===== src/rtl/rpc_pkg.sv =====
// How it works
// - Synchronous reset from the nrst pin readies receiver
// - Bit timing restarts on every rising input edge
// - After 24 own bits, forward later bits
// - Cascade output stays low until forwarding
// - Captured word frozen while forwarding
// - Forwarded bits regenerated cleanly, 0.4 us delay
// - PWM values hold until a gap
// - Low over 10 us latches word
// - After gap, capture fresh 24 bits first
// - Sender marks latch with long low gap
// - Word order red, green, blue, MSB first
// - PWM period 4 ms, duty from value
// - Each channel has 256 grey levels
// - Strap high slow 400k, open fast 800k
// - Slow bits 2.5 us, highs 700/1800 ns
// - Fast bits 1.25 us, highs 400/850 ns

package rpc_pkg;

  // ----------------------------------------
  // Clock and widths
  // ----------------------------------------
  localparam int CLK_NS = 10; // System clock period
  localparam int CNT_W = 12; // Timing counter width
  localparam int CH_BITS = 8; // Bits per colour value
  localparam int WORD_BITS = 24; // Bits per pixel word
  localparam int PWM_LEVELS = 256; // Grey levels per channel
  localparam logic [4:0] WORD_LEN = 5'h18; // Bits kept per device
  localparam logic [4:0] WORD_MSB = 5'h17; // Index of first bit sent

  // ----------------------------------------
  // Times in ns
  // ----------------------------------------
  localparam int LS_ZERO_HI_NS = 700; // Slow zero_bit_high_time
  localparam int LS_ONE_HI_NS = 1800; // Slow one_bit_high_time
  localparam int LS_BIT_NS = 2500; // Slow bit period
  localparam int HS_ZERO_HI_NS = 400; // Fast zero_bit_high_time
  localparam int HS_ONE_HI_NS = 850; // Fast one_bit_high_time
  localparam int HS_BIT_NS = 1250; // Fast bit period
  localparam int GAP_MIN_NS = 10000; // Least latch gap
  localparam int GAP_TYP_NS = 24000; // Gap the sender makes
  localparam int FWD_DLY_NS = 400; // Forwarding delay
  localparam int PWM_PERIOD_NS = 4000000; // PWM repetition period

  // ----------------------------------------
  // Times in cycles
  // ----------------------------------------
  localparam logic [CNT_W-1:0] LS_ZERO_HI_CYC = CNT_W'(LS_ZERO_HI_NS / CLK_NS);
  localparam logic [CNT_W-1:0] LS_ONE_HI_CYC = CNT_W'(LS_ONE_HI_NS / CLK_NS);
  localparam logic [CNT_W-1:0] LS_BIT_CYC = CNT_W'(LS_BIT_NS / CLK_NS);
  localparam logic [CNT_W-1:0] HS_ZERO_HI_CYC = CNT_W'(HS_ZERO_HI_NS / CLK_NS);
  localparam logic [CNT_W-1:0] HS_ONE_HI_CYC = CNT_W'(HS_ONE_HI_NS / CLK_NS);
  localparam logic [CNT_W-1:0] HS_BIT_CYC = CNT_W'(HS_BIT_NS / CLK_NS);
  // Midpoint between zero and one high times
  localparam logic [CNT_W-1:0] LS_THR_CYC =
    CNT_W'((LS_ZERO_HI_NS + LS_ONE_HI_NS) / (2 * CLK_NS));
  localparam logic [CNT_W-1:0] HS_THR_CYC =
    CNT_W'((HS_ZERO_HI_NS + HS_ONE_HI_NS) / (2 * CLK_NS));
  // Strictly more than the least gap
  localparam logic [CNT_W-1:0] GAP_CYC = CNT_W'(GAP_MIN_NS / CLK_NS + 1);
  localparam logic [CNT_W-1:0] GAP_LAST = CNT_W'(GAP_MIN_NS / CLK_NS);
  localparam logic [CNT_W-1:0] GAP_TX_CYC =
    CNT_W'((GAP_TYP_NS + CLK_NS - 1) / CLK_NS);
  localparam logic [CNT_W-1:0] FWD_DLY_CYC =
    CNT_W'((FWD_DLY_NS + CLK_NS - 1) / CLK_NS);
  localparam int PWM_PERIOD_CYC = PWM_PERIOD_NS / CLK_NS;

endpackage


===== src/rtl/rpc_if.sv =====
`timescale 1ns/1ps

// ----------------------------------------
// Single data wire between sender and receiver
// ----------------------------------------
interface rpc_if;
  logic line; // Return-to-zero serial data
  modport host (output line);
  modport dev (input line);
endinterface


===== src/rtl/rpc_rx.sv =====
`timescale 1ns/1ps

// ----------------------------------------
// Cascade receiver with three PWM channels
// ----------------------------------------
module rpc_rx
  import rpc_pkg::*;
#(
  parameter int PWM_PERIOD_CYC_P = PWM_PERIOD_CYC // Shorten for simulation
) (
  input wire logic sys_clk,
  input wire logic nrst,
  rpc_if.dev link,
  input wire logic slow_strap,
  output logic cascade_out,
  output logic red_pwm_out,
  output logic green_pwm_out,
  output logic blue_pwm_out
);

  // ----------------------------------------
  // PWM sizing
  // ----------------------------------------
  localparam int STEP = PWM_PERIOD_CYC_P / PWM_LEVELS; // Cycles per level
  localparam int SW = $clog2(STEP + 1); // Prescaler width
  localparam logic [SW-1:0] STEP_LAST = SW'(STEP - 1);

  // ----------------------------------------
  // Link state
  // ----------------------------------------
  logic din; // Sampled data wire
  logic din_d_r, din_d_nxt; // Previous wire level
  logic [CNT_W-1:0] hi_cnt_r, hi_cnt_nxt; // Cycles since rise
  logic [CNT_W-1:0] lo_cnt_r, lo_cnt_nxt; // Cycles held low
  logic [4:0] bit_cnt_r, bit_cnt_nxt; // Own bits captured
  logic [WORD_BITS-1:0] sr_r, sr_nxt; // Captured word
  logic fwd_r, fwd_nxt; // Own word full
  logic fwd_bit_r, fwd_bit_nxt; // Current bit is passed on
  logic seen_low_r, seen_low_nxt; // Current bit has fallen
  logic dout_r, dout_nxt; // Cascade output level
  logic [CH_BITS-1:0] duty_r [3]; // Latched values, 2 red 1 green 0 blue
  logic [CH_BITS-1:0] duty_nxt [3];
  logic slow_r, slow_nxt; // Slow timing selected

  // ----------------------------------------
  // Edge and timing terms
  // ----------------------------------------
  logic rise; // Wire went high
  logic fall; // Wire went low
  logic gap_hit; // Latch gap reached
  logic bit_val; // Decided bit value
  logic [CNT_W-1:0] thr; // Decision threshold
  logic [CNT_W-1:0] zero_bit_high_time; // Regenerated zero high time
  logic [CNT_W-1:0] one_bit_high_time; // Regenerated one high time

  assign din = link.line;

  // ----------------------------------------
  // PWM state
  // ----------------------------------------
  logic [SW-1:0] step_r, step_nxt; // Prescaler
  logic [CH_BITS-1:0] lvl_r, lvl_nxt; // Level counter
  logic [2:0] pwm_r, pwm_nxt; // Channel outputs

  // Edge detection and mode timing
  always_comb begin
    rise = din & ~din_d_r;
    fall = ~din & din_d_r;
    gap_hit = ~din & (lo_cnt_r == GAP_LAST);
    // Strap tied high picks slow timing
    if (slow_r) begin
      thr = LS_THR_CYC;
      zero_bit_high_time = LS_ZERO_HI_CYC;
      one_bit_high_time = LS_ONE_HI_CYC;
    end else begin
      thr = HS_THR_CYC;
      zero_bit_high_time = HS_ZERO_HI_CYC;
      one_bit_high_time = HS_ONE_HI_CYC;
    end
    // Long high means a one
    bit_val = (hi_cnt_r >= thr);
  end

  // Next state of the link side
  always_comb begin
    din_d_nxt = din;
    slow_nxt = slow_strap;
    sr_nxt = sr_r;
    bit_cnt_nxt = bit_cnt_r;
    fwd_nxt = fwd_r;
    fwd_bit_nxt = fwd_bit_r;
    seen_low_nxt = seen_low_r;
    dout_nxt = dout_r;
    duty_nxt = duty_r;
    // Timebase restarts at each rising edge
    if (rise) begin
      hi_cnt_nxt = '0;
    end else if (hi_cnt_r != '1) begin
      hi_cnt_nxt = hi_cnt_r + 1'b1;
    end else begin
      hi_cnt_nxt = hi_cnt_r;
    end
    // Low time counter, saturating
    if (din) begin
      lo_cnt_nxt = '0;
    end else if (lo_cnt_r != '1) begin
      lo_cnt_nxt = lo_cnt_r + 1'b1;
    end else begin
      lo_cnt_nxt = lo_cnt_r;
    end
    // Bit start: decide whether it is passed on
    if (rise) begin
      fwd_bit_nxt = fwd_r;
      seen_low_nxt = 1'b0;
      dout_nxt = 1'b0;
    end
    // Bit end: capture own bits only
    if (fall) begin
      seen_low_nxt = 1'b1;
      if (!fwd_r && !fwd_bit_r) begin
        sr_nxt = {sr_r[WORD_BITS-2:0], bit_val};
        bit_cnt_nxt = bit_cnt_r + 1'b1;
        if (bit_cnt_r == WORD_MSB) begin
          fwd_nxt = 1'b1;
        end
      end
    end
    // Clean pulse after fixed delay
    if (fwd_bit_r && !rise) begin
      if (hi_cnt_r == FWD_DLY_CYC) begin
        dout_nxt = 1'b1;
      end else if (hi_cnt_r == FWD_DLY_CYC + zero_bit_high_time && (seen_low_r || fall)) begin
        dout_nxt = 1'b0;
      end else if (hi_cnt_r == FWD_DLY_CYC + one_bit_high_time) begin
        dout_nxt = 1'b0;
      end
    end
    // Output low whenever no bit is passed on
    if (!fwd_bit_r) begin
      dout_nxt = 1'b0;
    end
    // Gap: latch a full word and restart the frame
    if (gap_hit) begin
      if (bit_cnt_r == WORD_LEN) begin
        duty_nxt[2] = sr_r[23:16];
        duty_nxt[1] = sr_r[15:8];
        duty_nxt[0] = sr_r[7:0];
      end
      bit_cnt_nxt = '0;
      fwd_nxt = 1'b0;
      fwd_bit_nxt = 1'b0;
      dout_nxt = 1'b0;
    end
    // Synchronous reset from the nrst input
    if (!nrst) begin
      din_d_nxt = 1'b0;
      hi_cnt_nxt = '1;
      lo_cnt_nxt = '0;
      bit_cnt_nxt = '0;
      sr_nxt = '0;
      fwd_nxt = 1'b0;
      fwd_bit_nxt = 1'b0;
      seen_low_nxt = 1'b0;
      dout_nxt = 1'b0;
      duty_nxt = '{default: '0};
      slow_nxt = 1'b0;
    end
  end

  // Link registers
  always_ff @(posedge sys_clk) begin
    din_d_r <= din_d_nxt;
    hi_cnt_r <= hi_cnt_nxt;
    lo_cnt_r <= lo_cnt_nxt;
    bit_cnt_r <= bit_cnt_nxt;
    sr_r <= sr_nxt;
    fwd_r <= fwd_nxt;
    fwd_bit_r <= fwd_bit_nxt;
    seen_low_r <= seen_low_nxt;
    dout_r <= dout_nxt;
    duty_r <= duty_nxt;
    slow_r <= slow_nxt;
  end

  // ----------------------------------------
  // PWM generators
  // ----------------------------------------

  // Shared prescaler and level counter
  always_comb begin
    step_nxt = step_r + 1'b1;
    lvl_nxt = lvl_r;
    // One level step per STEP cycles
    if (step_r == STEP_LAST) begin
      step_nxt = '0;
      lvl_nxt = lvl_r + 1'b1;
    end
    // Compare each channel against the level
    for (int i = 0; i < 3; i++) begin
      pwm_nxt[i] = (lvl_r < duty_r[i]);
    end
    if (!nrst) begin
      step_nxt = '0;
      lvl_nxt = '0;
      pwm_nxt = '0;
    end
  end

  // PWM registers
  always_ff @(posedge sys_clk) begin
    step_r <= step_nxt;
    lvl_r <= lvl_nxt;
    pwm_r <= pwm_nxt;
  end

  // ----------------------------------------
  // Outputs
  // ----------------------------------------
  assign cascade_out = dout_r;
  assign red_pwm_out = pwm_r[2];
  assign green_pwm_out = pwm_r[1];
  assign blue_pwm_out = pwm_r[0];

endmodule


===== src/flat_wrapper.sv =====
// flat-port wrapper written by rule: the top's interface ports become plain ports
module rpc_rx_flat import rpc_pkg::*;
#(
  parameter int PWM_PERIOD_CYC_P = PWM_PERIOD_CYC                          
)
  (sys_clk, nrst, slow_strap, cascade_out, red_pwm_out, green_pwm_out, blue_pwm_out, link_line);
  rpc_if link_i ();
  input wire logic sys_clk;
  input wire logic nrst;
  input wire logic slow_strap;
  output logic cascade_out;
  output logic red_pwm_out;
  output logic green_pwm_out;
  output logic blue_pwm_out;
  input wire logic [$bits(link_i.line)-1:0] link_line;
  assign link_i.line = link_line;
  rpc_rx #(.PWM_PERIOD_CYC_P(PWM_PERIOD_CYC_P)) u_core (.sys_clk(sys_clk), .nrst(nrst), .link(link_i), .slow_strap(slow_strap), .cascade_out(cascade_out), .red_pwm_out(red_pwm_out), .green_pwm_out(green_pwm_out), .blue_pwm_out(blue_pwm_out));
endmodule

===== config.mk =====
export PLATFORM = sky130hd
export DESIGN_NAME = rpc_rx_flat
export DESIGN_NICKNAME = d
export VERILOG_FILES = /design/src/rtl/rpc_pkg.sv /design/src/rtl/rpc_if.sv /design/src/rtl/rpc_rx.sv /design/src/flat_wrapper.sv
export SDC_FILE = /design/constraint.sdc
export NUM_CORES = 1
export LEC_CHECK = 0
export ABC_AREA = 0
export BUFFER_PORTS_ARGS = -buffer_cell sky130_fd_sc_hd__buf_2
export CORE_ASPECT_RATIO = 1.4
export CORE_UTILIZATION = 42
export DETAILED_ROUTE_END_ITERATION = 12
export PLACE_DENSITY = 0.53
export SYNTH_ARGS = -nofsm -noshare
export SYNTH_HDL_FRONTEND = slang
export SYNTH_SLANG_ARGS = --single-unit

===== constraint.sdc =====
create_clock -name sys_clk -period 2.1 [get_ports sys_clk]
set_clock_uncertainty 0.2 [all_clocks]
set_input_delay 0.105 -clock sys_clk [delete_from_list [all_inputs] [get_ports sys_clk]]
set_output_delay 0.105 -clock sys_clk [all_outputs]
set_load 0.05 [all_outputs]

# --- Yosys cells after proc, flatten, opt, wreduce, memory -nomap -nowiden ---
# Index checks and enable logic that the tools add are counted.
totals:
  regBits: 105
  wordCells: 71
classes:
  reduce_logical: 16
  order_cmp: 4
  n_eq_ne: 9
  n_bitwise: 7
  addsub: 7
  mux: 12
op_table:
  columns: ["cell", "count"]
  rows:
  - ["adder 12 x 1 -> 12 bit (second input constant)", 2]
  - ["equality test 12 bit", 2]
  - ["less-than comparator 8 bit", 3]
  - ["two-way mux 12 bit", 2]
  - ["!= test 12 bit (second input constant)", 2]
  - ["two-way mux 7 bit", 2]
  - ["equality test 12 x 10 -> 1 bit (second input constant)", 1]
  - ["equality test 12 x 6 -> 1 bit (second input constant)", 1]
  - ["greater-or-equal comparator 12 x 7 -> 1 bit", 1]
  - ["adder 11 x 1 -> 11 bit (second input constant)", 1]
  - ["equality test 11 bit (second input constant)", 1]
  - ["equality test 5 bit (second input constant)", 2]
  - ["adder 6 x 8 -> 9 bit (first input constant)", 1]
  - ["adder 6 x 7 -> 8 bit (first input constant)", 1]
  - ["adder 8 x 1 -> 8 bit (second input constant)", 1]
  - ["two-way mux 8 bit", 1]
  - ["two-way mux 1 bit", 7]
  - ["OR reduction 2 bit", 3]
  - ["adder 5 x 1 -> 5 bit (second input constant)", 1]
  - ["inverter 1 bit", 4]
  - ["AND reduction 2 bit", 2]
  - ["nonzero test 2 bit", 2]
  - ["AND 1 bit", 3]
  - ["logical AND 1 bit", 3]
  - ["other kinds (4)", 6]

# --- Logic depth before layout (Yosys ltp) ---
depth:
  ltp_word: 7
  mapped_depth: 7
  mapped_depth_nobuf: 6

# --- Worst setup path before layout ---
# Ideal clock, no wire load.
synth_timing:
  path_kind: "register to register"
  from: "reg u_core.hi_cnt_r[0]"
  to: "reg u_core.dout_r, in the netlist u_core.cascade_out"
  path_stages_with_launch: 8
  n_path_buf: 1
  period_less_slack_ns: 1.821
  required_ns: 1.768
  setup_time_ns: 0.132
  arrival_ns: 1.489
  setup_slack_ns: 0.279
  path_cell_list: "dfxtp_1 clkbuf_1 inv_1 ha_1 nor4bb_1 o2111ai_1 o311ai_0 a211oi_1"
synth_via:
  elab_chain_len: 5
  word_cells_on_any_way: 8
synth_lines:
  columns: ["item", "line_no", "source"]
  rows:
  - ["start, declared", "rpc_rx.sv:33", "logic [CNT_W-1:0] hi_cnt_r, hi_cnt_nxt;"]
  - ["start signal, assigned", "rpc_rx.sv:173", "hi_cnt_r <= hi_cnt_nxt;"]
  - ["equality test 12 bit (on tied branches)", "rpc_rx.sv:134, rpc_rx.sv:132", null]
  - ["two-way mux 1 bit / logical AND 1 bit (equally long branches)", "rpc_rx.sv:134, rpc_rx.sv:132", null]
  - ["two-way mux 1 bit", "rpc_rx.sv:132", "end else if (hi_cnt_r == FWD_DLY_CYC + zero_bit_high_time && (seen_low_r || fall)) begin"]
  - ["two-way mux 1 bit *", "rpc_rx.sv:130", "if (hi_cnt_r == FWD_DLY_CYC) begin"]
  - ["two-way mux 1 bit *", "rpc_rx.sv:129", "if (fwd_bit_r && !rise) begin"]
  - ["end signal, assigned", "rpc_rx.sv:180", "dout_r <= dout_nxt;"]
  - ["end, declared", "rpc_rx.sv:40", "logic dout_r, dout_nxt;"]
# Mark *: on every way between the ends. The rest lies on a longest branch, timed or not.
# A chain may end at the register's enable or synchronous reset.

# --- Worst setup path in the final report ---
# Same ends and word-level chain as after synthesis.

==> results.yml <==
finish:
  drive_above_1_share_pct: 7.41
  final_nets: 629
  finalCoreUtilization_pct: 47.7
  area_delta_synth_final_pct: 10.2
  stdcell_count: 741
  finalInstanceArea_sq_mm: 0.00563
  diodes: 0
global_route:
  antenna_found_initial: 0
  grt_pass1_vias: 3906
  grt.busiest_layer: "met2"
  grt.total_usage_pct: 18.5
  grt.overflow.total: 0
  grt_max_degree: 36
  grt_pass1_wl_microns: 18400
  met1_usage_pct: 22.0
  grt_use_met2_pct: 32.2
  met3_usage_pct: 2.36
detailed_routing:
  ant_nets: 0
  drt_wl_total_microns: 10800
  routedWlPerCell_microns: 14.6
  route.detailed.drc: 0
  viasPerCell: 5.43
  drt_iter0_drc: 137
  first_pass_iters: 4
  num_vias: 4022
sta:
  finalCritPeriodShare_pct: 90.7
  fin_ws_ps: 194
  finalSetupViolations: 0
  finalHoldViolCount: 0
  clock.fmax_mhz: 525
  relSlewSlack_pct: 57.7
  period_minus_slack_ps: 1910
  setup_tns_ps: 0
  timing.hold.ws_ps: 267
  tightest_slew_ps: 633
  grt_setup_unrepaired: "false"
  slew_violations: 0
setup_path:
  arrival_ps: 1930
  path_cells: "inv_1 -> ha_1 -> nor4bb_1 -> o2111ai_1 -> o311ai_0 -> a211oi_1"
  cp_max_fo: 9
  cp_slowest_stage_delay_ps: 480
  critPathSlowestCell: "dfxtp_1"
  reg2reg_depth: 6
  cp_data_required_time_ps: 2120
  cp-end-kind: "register"
  startpoint_type: "register"
  critical_path_class: "register to register"
synth:
  synth.area.top_cells: "dfxtp_1 (41%), ha_1 (8.6%), nand2_1 (5.8%), mux2i_1 (5.7%), a21oi_1 (4.0%)"
  synth_seq_cells: 105
  synth_edf_count: 0
  synth_flop_cell: "dfxtp_1"
  synth_most_common_cell: "dfxtp_1"
  yosys_warnings: 0
  avgSynthCellArea_sq_um: 8.77
  synth_commonest_cells: "dfxtp_1 (105), nand2_1 (79), nor2_1 (51)"
  syn-num-nets: 622
  synth_area_sq_mm: 0.00511
  syn_inst: 583
  async_reset_ff_share_pct: 0
  synth_cell_types: 53
  synth_area_leader_cell: "dfxtp_1"
  synth_top_area_share_pct: 41.1
  yosysSeqAreaShare_pct: 41.1
floorplan:
  dieWidth_microns: 95.2
  die_area_sq_mm: 0.0126
  io_pins: 8
  start_util_pct: 43.2
  core-area_sq_mm: 0.0118
  rows: 47
  die_y_microns: 133
job:
  maxCapViolations: 0
power_and_ir_drop:
  p_leak_nw: 2.26
  peakVddDrop_mv: 0.316
  power.total_mw: 4.06
  power_density_mw_per_mm2: 721
cts:
  cts_tree: "built"
  cts_buffers: 9
  cts_resized: 0
  cts-root-buf: "clkbuf_16"
  clock_path_buffers: 2
  clock_sinks: 105
  clock_latency_ps: 350
  ctsHtreeMaxLevel: 3
  cts.clk_slew.worst_paths_ps: 60
placement:
  post-place-ws_ps: 216
  port_buffers: 7
  gp_congestion: 0.812
  place_area_sq_mm: 0.00531
  dp_hpwl_microns: 7640
  placed_cells: 723
min_path:
  hold_class: "register to register"
  min_path_cells: 2
status:
  outcome: "finished, final reports clean"
repair_timing:
item,in CTS,in global routing
buffers inserted,0,0
hold buffers,3,0
hold endpoints to repair,8,0
worst paths after layout:
path	to	slack, ps	start
max	u_core.cascade_out$_SDFF_PP0_	190	u_core.hi_cnt_r[0]$_SDFFE_PN1P_
max reg2reg	u_core.cascade_out$_SDFF_PP0_	190	u_core.hi_cnt_r[0]$_SDFFE_PN1P_
min reg2reg	u_core.sr_r[9]$_SDFFE_PN0P_	270	u_core.sr_r[8]$_SDFFE_PN0P_
min	u_core.sr_r[9]$_SDFFE_PN0P_	270	u_core.sr_r[8]$_SDFFE_PN0P_
logic make-up after synthesis:
group                    after synthesis  share of synthesized area, %
multiplexers                          29                          5.68
adder cells (fa/ha/maj)               35                          8.57
buffers and inverters                 65                          5.41
flip-flops                           105                          41.1
AO/OA/AOI/OAI                        103                          12.9
AND/OR/NAND/NOR                      226                          22.9
XOR/XNOR                              20                          3.43
report_power, final:
group	leakage [nW]	total, mW	switching, mW	internal [mW]
Combinational	1.26	0.285	0.170	0.114
Clock	0.148	1.69	0.712	0.980
Sequential	0.851	2.09	0.0601	2.03
Total	2.26	4.06	0.942	3.12
flip-flops by register name, indices dropped and copies added (netlist names):
register,count
u_core.sr_r,24
u_core.lvl_r,8
u_core.step_r,11
u_core.hi_cnt_r,12
u_core.slow_r,1
u_core.fwd_r,1
u_core.bit_cnt_r,5
u_core.lo_cnt_r,12
u_core.cascade_out,1
u_core.fwd_bit_r,1
u_core.seen_low_r,1
u_core.pwm_r,3
u_core.din_d_r,1
u_core.duty_r,24
layout make-up:
class | instances | area, sq um
clock inverters | 3 | 40.0
well taps | 147 | 184
clock buffers | 12 | 256
multi-input cells | 413 | 2740
inverters | 39 | 146
flip-flops and latches | 105 | 2100
repair buffers | 22 | 168
fillers | 1185 | 6190
worst max-delay path, delay by kind of cell, from the launching register on:
family / cells / cell delay (ps)
compound gates: 3 / 410
fa+ha+maj: 1 / 310
buf+inv: 1 / 130
flops: 1 / 480
simple gates: 1 / 260
cells in the final DEF (no fill, tap or decap), drive strengths merged, types with 3 or more instances in the layout:
cell,n
or4,3
dfxtp,105
a211oi,5
a21o,4
o211ai,10
o211a,3
ha,35
inv,39
nor3b,3
a2111oi,3
nand4,17
nor3,5
o21a,3
mux2i,29
and2,6
a21oi,41
clkbuf,12
or3,4
o31ai,3
xnor2,9
and3,7
buf,19
xor2,11
o311ai,3
o21ai,16
a31oi,3
dlygate4sd3,3
nor2,51
and4,4
nor4,5
nand3,18
nand2,79
nor2b,7
nand2b,5
nor4b,3
layer usage:
metal	routed length (microns)	up-vias
li1	-	2047
met2	5550	30
met5	0	-
met3	126	16
met1	4890	1929
met4	249	0
No activity file was read; power rests on OpenSTA's default activity.
